File: config.mk
export PLATFORM = sky130hd
export DESIGN_NAME = ter_timer_events
export DESIGN_NICKNAME = d
export VERILOG_FILES = /design/src/rtl/ter_pkg.sv /design/src/rtl/ter_tb_if.sv /design/src/rtl/ter_tb_edges.sv /design/src/rtl/ter_timer_events.sv
export SDC_FILE = /design/constraint.sdc
export NUM_CORES = 1
export LEC_CHECK = 0
export BUFFER_PORTS_ARGS = -buffer_cell sky130_fd_sc_hd__buf_2
export CORE_ASPECT_RATIO = 2
export CORE_MARGIN = 5
export CORE_UTILIZATION = 50
export DETAILED_ROUTE_END_ITERATION = 7
export PLACE_DENSITY = 0.76
export SETUP_SLACK_MARGIN = 0.3
export SLEW_MARGIN = 20
export SYNTH_ARGS = -nofsm -noshare
export SYNTH_HDL_FRONTEND = slang
export SYNTH_SLANG_ARGS = --single-unit
File: constraint.sdc
create_clock -name sys_clk -period 2.1 [get_ports sys_clk]
set_input_delay 0.105 -clock sys_clk [delete_from_list [all_inputs] [get_ports sys_clk]]
set_output_delay 0.105 -clock sys_clk [all_outputs]
set_load 0.05 [all_outputs]
File: src/rtl/ter_pkg.sv
package ter_pkg;

	// Special-register numbers of the three registers
	localparam logic [9:0] TER_SPR_STATUS  = 10'h3d8;
	localparam logic [9:0] TER_SPR_CONTROL = 10'h3da;
	localparam logic [9:0] TER_SPR_COUNTER = 10'h3db;

	// Control field positions (software bit 0 is word bit 31)
	localparam int unsigned TER_CTL_WDPER_LSB = 30;
	localparam int unsigned TER_CTL_WDRST_LSB = 28;
	localparam int unsigned TER_CTL_WDIRQEN   = 27;
	localparam int unsigned TER_CTL_IVIRQEN   = 26;
	localparam int unsigned TER_CTL_FPER_LSB  = 24;
	localparam int unsigned TER_CTL_FXIRQEN   = 23;
	localparam int unsigned TER_CTL_ARE       = 22;

	// Status field positions
	localparam int unsigned TER_STS_ARM       = 31;
	localparam int unsigned TER_STS_WDIRQ     = 30;
	localparam int unsigned TER_STS_WDRST_LSB = 28;
	localparam int unsigned TER_STS_IVIRQ     = 27;
	localparam int unsigned TER_STS_FXIRQ     = 26;

	// Reset values
	localparam logic [31:0] TER_CONTROL_RESET = 32'h0000_0000;
	localparam logic [31:0] TER_COUNTER_RESET = 32'h0000_0000;
	localparam logic [1:0]  TER_FLAG_RESET    = 2'h0;
	localparam logic [1:0]  TER_WDRST_RESET   = 2'h0;

	// Selected time-base bit, little-endian index: base + 4 * period code
	localparam logic [4:0] TER_WD_BIT_BASE    = 5'h10;
	localparam logic [4:0] TER_FIXED_BIT_BASE = 5'h08;

	typedef enum logic [1:0] {
		TER_RST_NONE   = 2'h0,
		TER_RST_CORE   = 2'h1,
		TER_RST_CHIP   = 2'h2,
		TER_RST_SYSTEM = 2'h3
	} ter_reset_type;

endpackage

File: src/rtl/ter_tb_if.sv
`timescale 1ns/1ps
interface ter_tb_if;
	logic [31:0] timeBaseLow;
	logic [1:0]  wdPeriod;
	logic [1:0]  fixedPeriod;
	logic        wdTimeout;
	logic        fixedTick;

	modport source (
		output timeBaseLow,
		output wdPeriod,
		output fixedPeriod,
		input  wdTimeout,
		input  fixedTick
	);

	modport detector (
		input  timeBaseLow,
		input  wdPeriod,
		input  fixedPeriod,
		output wdTimeout,
		output fixedTick
	);
endinterface

File: src/rtl/ter_tb_edges.sv
`timescale 1ns/1ps
module ter_tb_edges
	import ter_pkg::*;
(
	// Clock and reset
	input  wire logic sys_clk,
	input  wire logic rst_n,
	// Time-base taps
	ter_tb_if.detector tb
);

	logic [31:0] prevBase_q;
	logic [31:0] prevBase_d;
	logic        primed_q;
	logic        primed_d;
	logic        wdBit;
	logic        wdPrevBit;
	logic        fixedBit;
	logic        fixedPrevBit;

	function automatic logic tbSel(input logic [31:0] baseWord,
			input logic [1:0] code, input logic [4:0] base);
		logic [4:0] idx;
		idx = 5'(base + {1'b0, code, 2'b00});
		return baseWord[idx];
	endfunction

	// Old and new values are both read through the current period, so a
	// period change alone never looks like a 0-to-1 step
	always_comb begin
		wdBit        = tbSel(tb.timeBaseLow, tb.wdPeriod,
			TER_WD_BIT_BASE);
		wdPrevBit    = tbSel(prevBase_q, tb.wdPeriod,
			TER_WD_BIT_BASE);
		fixedBit     = tbSel(tb.timeBaseLow, tb.fixedPeriod,
			TER_FIXED_BIT_BASE);
		fixedPrevBit = tbSel(prevBase_q, tb.fixedPeriod,
			TER_FIXED_BIT_BASE);
		prevBase_d   = tb.timeBaseLow;
		primed_d     = 1'b1;
	end

	// No edge is reported in the first cycle after reset: the history is
	// not yet valid
	assign tb.wdTimeout = primed_q & wdBit & ~wdPrevBit;
	assign tb.fixedTick = primed_q & fixedBit & ~fixedPrevBit;

	always_ff @(posedge sys_clk or negedge rst_n) begin
		if (!rst_n) begin
			prevBase_q <= 32'h0000_0000;
			primed_q   <= 1'b0;
		end else begin
			prevBase_q <= prevBase_d;
			primed_q   <= primed_d;
		end
	end

endmodule

File: src/rtl/ter_timer_events.sv
// Behaviour
// - 32-bit interval counter decrements per time-base tick
// - Tick at count one raises interval event
// - Auto-reload reloads last written value, never zero
// - Without reload: steps to zero, holds there
// - Reset clears auto-reload enable
// - Control bits 0:1 pick watchdog period
// - Control bits 2:3 pick watchdog reset kind
// - Reset-kind bits settable, cleared only by reset
// - Control bit 4 enables watchdog interrupt
// - Control bit 5 enables interval interrupt
// - Control bits 6:7 pick fixed-interval period
// - Control bit 8 enables fixed-interval interrupt
// - Control bit 9 auto-reload; rest reserved
// - Status write clears bits written as one
// - Hardware sets status; software only clears
// - Status bit 0 arms the watchdog
// - Status bit 1 records watchdog interrupt
// - Status bits 2:3 report watchdog-caused reset
// - Status bit 4 set by interval event
// - Status bit 5 fixed-interval event; rest reserved
// - Watchdog timeout on selected bit rising
// - Armed with interrupt recorded: force selected reset
`timescale 1ns/1ps
module ter_timer_events
	import ter_pkg::*;
(
	// Clock and resets
	input  wire logic                   sys_clk,
	input  wire logic                   rst_n,
	input  wire logic                   porRst_n,
	// Special-register moves
	input  wire logic [9:0]             sprNum,
	input  wire logic                   sprWrEn,
	input  wire logic [31:0]            sprWrData,
	input  wire logic                   sprRdEn,
	output logic [31:0]                 sprRdData,
	output logic                        sprRdValid,
	// Time base
	input  wire logic [31:0]            timeBaseLow,
	input  wire logic                   timeBaseTick,
	// Event pulses
	output logic                        intervalEvent,
	output logic                        wdTimeoutEvent,
	output logic                        fixedEvent,
	// Interrupt and reset requests
	output logic                        watchdogIrq,
	output logic                        intervalIrq,
	output logic                        fixedIrq,
	output logic                        wdResetReq,
	output ter_pkg::ter_reset_type      wdResetKind
);
	import ter_pkg::*;

	ter_tb_if tbBus ();

	// Control fields
	logic [1:0]  wdPeriod_q,    wdPeriod_d;
	logic [1:0]  wdResetCtl_q,  wdResetCtl_d;
	logic        wdIrqEn_q,     wdIrqEn_d;
	logic        intIrqEn_q,    intIrqEn_d;
	logic [1:0]  fixedPeriod_q, fixedPeriod_d;
	logic        fixedIrqEn_q,  fixedIrqEn_d;
	logic        autoReload_q,  autoReload_d;
	// Status fields
	logic        armNextWd_q,   armNextWd_d;
	logic        wdIrqSts_q,    wdIrqSts_d;
	logic [1:0]  wdResetSts_q,  wdResetSts_d;
	logic        intIrqSts_q,   intIrqSts_d;
	logic        fixedIrqSts_q, fixedIrqSts_d;
	// Counter
	logic [31:0] count_q,       count_d;
	logic [31:0] reload_q,      reload_d;
	// Read port and reset request
	logic [31:0] rdData_q,      rdData_d;
	logic        rdValid_q,     rdValid_d;
	logic        resetReq_q,    resetReq_d;
	ter_reset_type resetKind_q, resetKind_d;

	logic        wrCtl;
	logic        wrSts;
	logic        wrCnt;
	logic        intervalFire;
	logic        wdForce;
	logic [31:0] ctlWord;
	logic [31:0] stsWord;

	function automatic logic isWrite(input logic en, input logic [9:0] num,
			input logic [9:0] target);
		return en && (num == target);
	endfunction

	function automatic logic clearBit(input logic cur, input logic en,
			input logic mask);
		return cur & ~(en & mask);
	endfunction

	assign wrCtl = isWrite(sprWrEn, sprNum, TER_SPR_CONTROL);
	assign wrSts = isWrite(sprWrEn, sprNum, TER_SPR_STATUS);
	assign wrCnt = isWrite(sprWrEn, sprNum, TER_SPR_COUNTER);

	assign tbBus.timeBaseLow = timeBaseLow;
	assign tbBus.wdPeriod    = wdPeriod_q;
	assign tbBus.fixedPeriod = fixedPeriod_q;

	ter_tb_edges u_edges (
		.sys_clk (sys_clk),
		.rst_n   (rst_n),
		.tb      (tbBus)
	);

	// Register images; reserved bits read as zero
	always_comb begin
		ctlWord = 32'h0000_0000;
		ctlWord[TER_CTL_WDPER_LSB +: 2] = wdPeriod_q;
		ctlWord[TER_CTL_WDRST_LSB +: 2] = wdResetCtl_q;
		ctlWord[TER_CTL_WDIRQEN]        = wdIrqEn_q;
		ctlWord[TER_CTL_IVIRQEN]        = intIrqEn_q;
		ctlWord[TER_CTL_FPER_LSB +: 2]  = fixedPeriod_q;
		ctlWord[TER_CTL_FXIRQEN]        = fixedIrqEn_q;
		ctlWord[TER_CTL_ARE]            = autoReload_q;
		stsWord = 32'h0000_0000;
		stsWord[TER_STS_ARM]            = armNextWd_q;
		stsWord[TER_STS_WDIRQ]          = wdIrqSts_q;
		stsWord[TER_STS_WDRST_LSB +: 2] = wdResetSts_q;
		stsWord[TER_STS_IVIRQ]          = intIrqSts_q;
		stsWord[TER_STS_FXIRQ]          = fixedIrqSts_q;
	end

	// Control register
	always_comb begin
		wdPeriod_d    = wdPeriod_q;
		wdResetCtl_d  = wdResetCtl_q;
		wdIrqEn_d     = wdIrqEn_q;
		intIrqEn_d    = intIrqEn_q;
		fixedPeriod_d = fixedPeriod_q;
		fixedIrqEn_d  = fixedIrqEn_q;
		autoReload_d  = autoReload_q;
		if (wrCtl) begin
			wdPeriod_d    = sprWrData[TER_CTL_WDPER_LSB +: 2];
			// Sticky OR: a runaway program cannot switch forced resets off
			wdResetCtl_d  = wdResetCtl_q
				| sprWrData[TER_CTL_WDRST_LSB +: 2];
			wdIrqEn_d     = sprWrData[TER_CTL_WDIRQEN];
			intIrqEn_d    = sprWrData[TER_CTL_IVIRQEN];
			fixedPeriod_d = sprWrData[TER_CTL_FPER_LSB +: 2];
			fixedIrqEn_d  = sprWrData[TER_CTL_FXIRQEN];
			autoReload_d  = sprWrData[TER_CTL_ARE];
		end
	end

	// Interval counter; a write in the same cycle as a tick wins
	always_comb begin
		count_d  = count_q;
		reload_d = reload_q;
		intervalFire = 1'b0;
		if (wrCnt) begin
			count_d  = sprWrData;
			reload_d = sprWrData;
		end else if (timeBaseTick && count_q != 32'h0000_0000) begin
			if (count_q == 32'h0000_0001) begin
				intervalFire = 1'b1;
				count_d = autoReload_q ? reload_q
					: 32'h0000_0000;
			end else begin
				count_d = 32'(count_q - 32'h0000_0001);
			end
		end
	end

	// Watchdog decision on a timeout
	assign wdForce = tbBus.wdTimeout && armNextWd_q && wdIrqSts_q
		&& (wdResetCtl_q != 2'h0);

	// Status register: hardware set wins over a software clear
	always_comb begin
		armNextWd_d   = clearBit(armNextWd_q, wrSts,
			sprWrData[TER_STS_ARM]);
		wdIrqSts_d    = clearBit(wdIrqSts_q, wrSts,
			sprWrData[TER_STS_WDIRQ]);
		wdResetSts_d  = wdResetSts_q
			& ~({2{wrSts}} & sprWrData[TER_STS_WDRST_LSB +: 2]);
		intIrqSts_d   = clearBit(intIrqSts_q, wrSts,
			sprWrData[TER_STS_IVIRQ]);
		fixedIrqSts_d = clearBit(fixedIrqSts_q, wrSts,
			sprWrData[TER_STS_FXIRQ]);
		if (tbBus.wdTimeout) begin
			if (!armNextWd_q) begin
				armNextWd_d = 1'b1;
			end else if (!wdIrqSts_q) begin
				wdIrqSts_d = 1'b1;
			end else if (wdForce) begin
				wdResetSts_d = wdResetCtl_q;
			end
		end
		if (intervalFire) begin
			intIrqSts_d = 1'b1;
		end
		if (tbBus.fixedTick) begin
			fixedIrqSts_d = 1'b1;
		end
	end

	// Read port; unknown register numbers read as zero
	always_comb begin
		rdValid_d = sprRdEn;
		rdData_d  = rdData_q;
		if (sprRdEn) begin
			case (sprNum)
				TER_SPR_STATUS: begin
					rdData_d = stsWord;
				end
				TER_SPR_CONTROL: begin
					rdData_d = ctlWord;
				end
				TER_SPR_COUNTER: begin
					rdData_d = count_q;
				end
				default: begin
					rdData_d = 32'h0000_0000;
				end
			endcase
		end
	end

	// Forced-reset request; the kind stays latched for software
	always_comb begin
		resetReq_d  = wdForce;
		resetKind_d = resetKind_q;
		if (wdForce) begin
			resetKind_d = ter_reset_type'(wdResetCtl_q);
		end
	end

	assign sprRdData      = rdData_q;
	assign sprRdValid     = rdValid_q;
	assign intervalEvent  = intervalFire;
	assign wdTimeoutEvent = tbBus.wdTimeout;
	assign fixedEvent     = tbBus.fixedTick;
	assign watchdogIrq    = armNextWd_q & wdIrqSts_q & wdIrqEn_q;
	assign intervalIrq    = intIrqSts_q & intIrqEn_q;
	assign fixedIrq       = fixedIrqSts_q & fixedIrqEn_q;
	assign wdResetReq     = resetReq_q;
	assign wdResetKind    = resetKind_q;

	always_ff @(posedge sys_clk or negedge rst_n) begin
		if (!rst_n) begin
			wdPeriod_q    <= TER_CONTROL_RESET[TER_CTL_WDPER_LSB +: 2];
			wdResetCtl_q  <= TER_CONTROL_RESET[TER_CTL_WDRST_LSB +: 2];
			wdIrqEn_q     <= TER_CONTROL_RESET[TER_CTL_WDIRQEN];
			intIrqEn_q    <= TER_CONTROL_RESET[TER_CTL_IVIRQEN];
			fixedPeriod_q <= TER_CONTROL_RESET[TER_CTL_FPER_LSB +: 2];
			fixedIrqEn_q  <= TER_CONTROL_RESET[TER_CTL_FXIRQEN];
			autoReload_q  <= TER_CONTROL_RESET[TER_CTL_ARE];
		end else begin
			wdPeriod_q    <= wdPeriod_d;
			wdResetCtl_q  <= wdResetCtl_d;
			wdIrqEn_q     <= wdIrqEn_d;
			intIrqEn_q    <= intIrqEn_d;
			fixedPeriod_q <= fixedPeriod_d;
			fixedIrqEn_q  <= fixedIrqEn_d;
			autoReload_q  <= autoReload_d;
		end
	end

	always_ff @(posedge sys_clk or negedge rst_n) begin
		if (!rst_n) begin
			count_q  <= TER_COUNTER_RESET;
			reload_q <= TER_COUNTER_RESET;
		end else begin
			count_q  <= count_d;
			reload_q <= reload_d;
		end
	end

	always_ff @(posedge sys_clk or negedge rst_n) begin
		if (!rst_n) begin
			armNextWd_q   <= TER_FLAG_RESET[0];
			wdIrqSts_q    <= TER_FLAG_RESET[0];
			intIrqSts_q   <= TER_FLAG_RESET[0];
			fixedIrqSts_q <= TER_FLAG_RESET[0];
		end else begin
			armNextWd_q   <= armNextWd_d;
			wdIrqSts_q    <= wdIrqSts_d;
			intIrqSts_q   <= intIrqSts_d;
			fixedIrqSts_q <= fixedIrqSts_d;
		end
	end

	always_ff @(posedge sys_clk or negedge rst_n) begin
		if (!rst_n) begin
			rdData_q   <= 32'h0000_0000;
			rdValid_q  <= 1'b0;
			resetReq_q <= 1'b0;
		end else begin
			rdData_q   <= rdData_d;
			rdValid_q  <= rdValid_d;
			resetReq_q <= resetReq_d;
		end
	end

	// Reset cause survives the forced reset: power-on clears it, a status write clears only status bits 2:3
	always_ff @(posedge sys_clk or negedge porRst_n) begin
		if (!porRst_n) begin
			wdResetSts_q <= TER_WDRST_RESET;
			resetKind_q  <= TER_RST_NONE;
		end else begin
			wdResetSts_q <= wdResetSts_d;
			resetKind_q  <= resetKind_d;
		end
	end

endmodule

==> impl_metrics.json <==
{
  "ys.warnings.count": 0,
  "vias": 6692,
  "synth_edf_count": 0,
  "synth_seq_cells": 123,
  "pwr-share-seq": 0.327,
  "cts-root-buf": "clkbuf_16",
  "violations": "negative setup slack",
  "layout_commonest_cell": "nand2_1",
  "cpMostUsedCell": "buf_6",
  "clkLatencyLatePin_ns": 0.41,
  "clockBufferDepth": 2,
  "yosysSeqAreaShare": 0.503,
  "ir_worst_vdd_v": 0.000733,
  "crit_buf_inv": 4,
  "hold_class": "input pin to asynchronous set/reset pin",
  "start_kind": "register",
  "drc": 0,
  "crit_path_max_fanout": 3,
  "maxSlewHeadroom": 0.568,
  "cpMaxStageDelayCell": "dfrtp_1",
  "synth_top_area_frac": 0.503,
  "grt_use_total": 0.319,
  "critical_path_required_ns": 2.00,
  "power.leakage_nw": 4.42,
  "p_per_area_nw_per_um2": 942,
  "finalHoldViolations": 0,
  "io_buffer_count": 95,
  "pre_cts_slack_ns": -0.231,
  "crit_family": "simple AND/OR/NAND/NOR gates",
  "antenna_found_initial": 0,
  "synth_area_um2": 6110,
  "nets": 1030,
  "cts_tree": "yes",
  "async_reset_ff_frac": 1.00,
  "syn_to_final_growth_pct": 53.4,
  "syn-mean-instance-area_um2": 8.82,
  "cp_num_cells": 9,
  "dr.pass1.iters": 5,
  "pwr-share-comb": 0.323,
  "rows": 57,
  "routed_wl_um": 23800,
  "first_global_vias": 6894,
  "syn-instance-count": 693,
  "pin_count": 122,
  "antenna_left": 0,
  "crit_chain": "inv_2, buf_4, ha_4, nor3b_4, nand4_1, o31ai_4, buf_6, nor3_4, buf_6",
  "cts.sinks": 123,
  "grt_pass1_wl_um": 35300,
  "clockPowerShare": 0.349,
  "core-area_um2": 12100,
  "crit_end": "intervalEvent",
  "hpwl_um": 15600,
  "reg2reg_slack_ns": -0.31,
  "finalWorstSetupSlack_ns": -0.325,
  "final_util": 0.778,
  "maxCapViolCount": 0,
  "overflow": 0,
  "r2r_end": "count_q[18]$_DFFE_PN0P_",
  "whs_ns": 0.0408,
  "h-tree-depth": 4,
  "die_x_um": 88.2,
  "wl_per_cell_um": 21.5,
  "slowest_delay_ns": 0.40,
  "grt_max_degree": 120,
  "die_h_um": 166,
  "setup.worst_path.start": "count_q[1]$_DFFE_PN0P_",
  "worstRegToRegCells": 11,
  "start_util": 0.507,
  "finalCritPeriodShare": 1.15,
  "finalMaxSlewViolations": 0,
  "gp_congestion": 0.942,
  "p_sw_frac": 0.328,
  "r2r-start": "count_q[1]$_DFFE_PN0P_",
  "rsz0062_at_grt": "yes",
  "viasPerCell": 6.05,
  "worstSetupEndpointType": "primary output",
  "p_int_mw": 5.93,
  "clock_skew_ns": 0.00920,
  "drive_gt1_frac": 0.381,
  "status": "complete, but fails checks",
  "fmax_mhz": 412,
  "synth-main-ff-cell": "dfrtp_1",
  "cts_buffers": 17,
  "tightestPinTransition_ns": 0.648,
  "yosys.area.top_type": "dfrtp_1",
  "die_area_um2": 14700,
  "layout_common_cells": "nand2_1, dfrtp_1, buf_4",
  "ys_types": 64,
  "dr.first_iter.drc_count": 485,
  "switchingPower_mw": 2.90,
  "path_class": "register to primary output",
  "syn_nets": 775,
  "setup_viol": 33,
  "diodes": 0,
  "ys_top_cells_by_area": "dfrtp_1, nand2_1, o21ai_0, a21oi_1, nor2_1",
  "clk_pin_slew_ns": 0.06,
  "min_period_ns": 2.43,
  "cp.arrival_ns": 2.32
}
[what timing repair did]
action,in CTS,in global routing
pin swaps,22,27
endpoints found under the setup margin,35,36
hold buffers,40,0
endpoints found under the hold margin,177,0
buffers inserted,15,15
resized for setup,67,71
gates cloned,3,2
[power by group through the flow]
stage	Clock [mW]	Combinational [mW]	Sequential, mW
after global routing	3.21	2.99	2.91
after floorplan	0	0.968	2.97
final	3.08	2.86	2.89
after global placement	0	2.22	2.89
after detailed placement	0	2.28	2.90
after CTS	3.11	2.60	2.87
[cell usage after synthesis, drive strengths merged (7+ instances only)]
library cell / number
nand2: 170
dfrtp: 123
o21ai: 74
nor2: 40
inv: 34
a21oi: 33
clkbuf: 26
nor3: 21
a221oi: 16
buf: 16
nor4: 16
nand3: 9
nand4: 7
o211ai: 7
o22ai: 7
[state kept, by name (all words and copies together), names as in the netlist, 2 cells and up]
signal,count
sprRdData,32
count_q,32
reload_q,32
wdResetSts_q,2
u_edges.prevBase_q,6
fixedPeriod_q,2
wdResetKind,2
tbBus.wdPeriod,2
wdResetCtl_q,2
[kinds of logic (layout without fill, tap and decap cells)]
group | after synthesis | after routing | share of synthesized area
simple gates | 304 | 304 | 0.242
buf+inv | 76 | 343 | 0.0516
xor+xnor | 1 | 1 | 0.00143
mux | 10 | 10 | 0.0172
other cells | 1 | 1 | 0.000613
flops | 123 | 123 | 0.503
compound gates | 176 | 176 | 0.179
fa+ha+maj | 2 | 2 | 0.00409
[worst min path at each step]
stage,end,slack (ns),depth (start not counted)
4_1_cts,wdResetSts_q[0]$_DFF_PN0_,0.01,2
3_5_place_dp,wdResetSts_q[0]$_DFF_PN0_,-0.08,1
2_1_floorplan,armNextWd_q$_DFF_PN0_,-0.19,0
3_3_place_gp,wdResetSts_q[0]$_DFF_PN0_,-0.09,1
6_report,wdResetSts_q[0]$_DFF_PN0_,0.04,2
5_1_grt,wdResetSts_q[0]$_DFF_PN0_,0.04,2
[layout make-up]
| cell class | instances | area [um^2] |
|---|---|---|
| repair buffers | 278 | 2160 |
| well taps | 147 | 184 |
| clock inverters | 12 | 171 |
| fillers | 761 | 2680 |
| clock buffers | 19 | 443 |
| flip-flops and latches | 123 | 3080 |
| multi-input cells | 494 | 3210 |
| inverters | 34 | 128 |
[routing by layer]
metal  global-route usage  vias to the layer above  part of all wire
met4                0.278                        0              0.11
met1                0.303                     3187              0.31
met3               0.0591                      158             0.053
met5                    0                        -                 0
met2                0.556                      392              0.53
li1                     -                     2955                 -
[stage by stage]
stage,std cells,TNS [ns],power (mW),cell area (um^2)
finish,1107,-5.23,8.83,9380
global route,1107,-7.96,9.11,9380
global placement,1001,-5.09,5.11,7560
floorplan,693,0,3.94,6220
CTS,1090,-3.33,8.57,8940
detailed placement,1001,-5.64,5.18,7560
[worst register-to-register path, delay by kind of cell (launching register included)]
| family | cells | cell delay (ns) |
|---|---|---|
| AO/OA/AOI/OAI | 3 | 0.47 |
| adder cells (fa/ha/maj) | 1 | 0.13 |
| buffers and inverters | 4 | 0.59 |
| flip-flops | 1 | 0.40 |
| AND/OR/NAND/NOR | 3 | 0.68 |
Power figures use the tool's default switching activity.
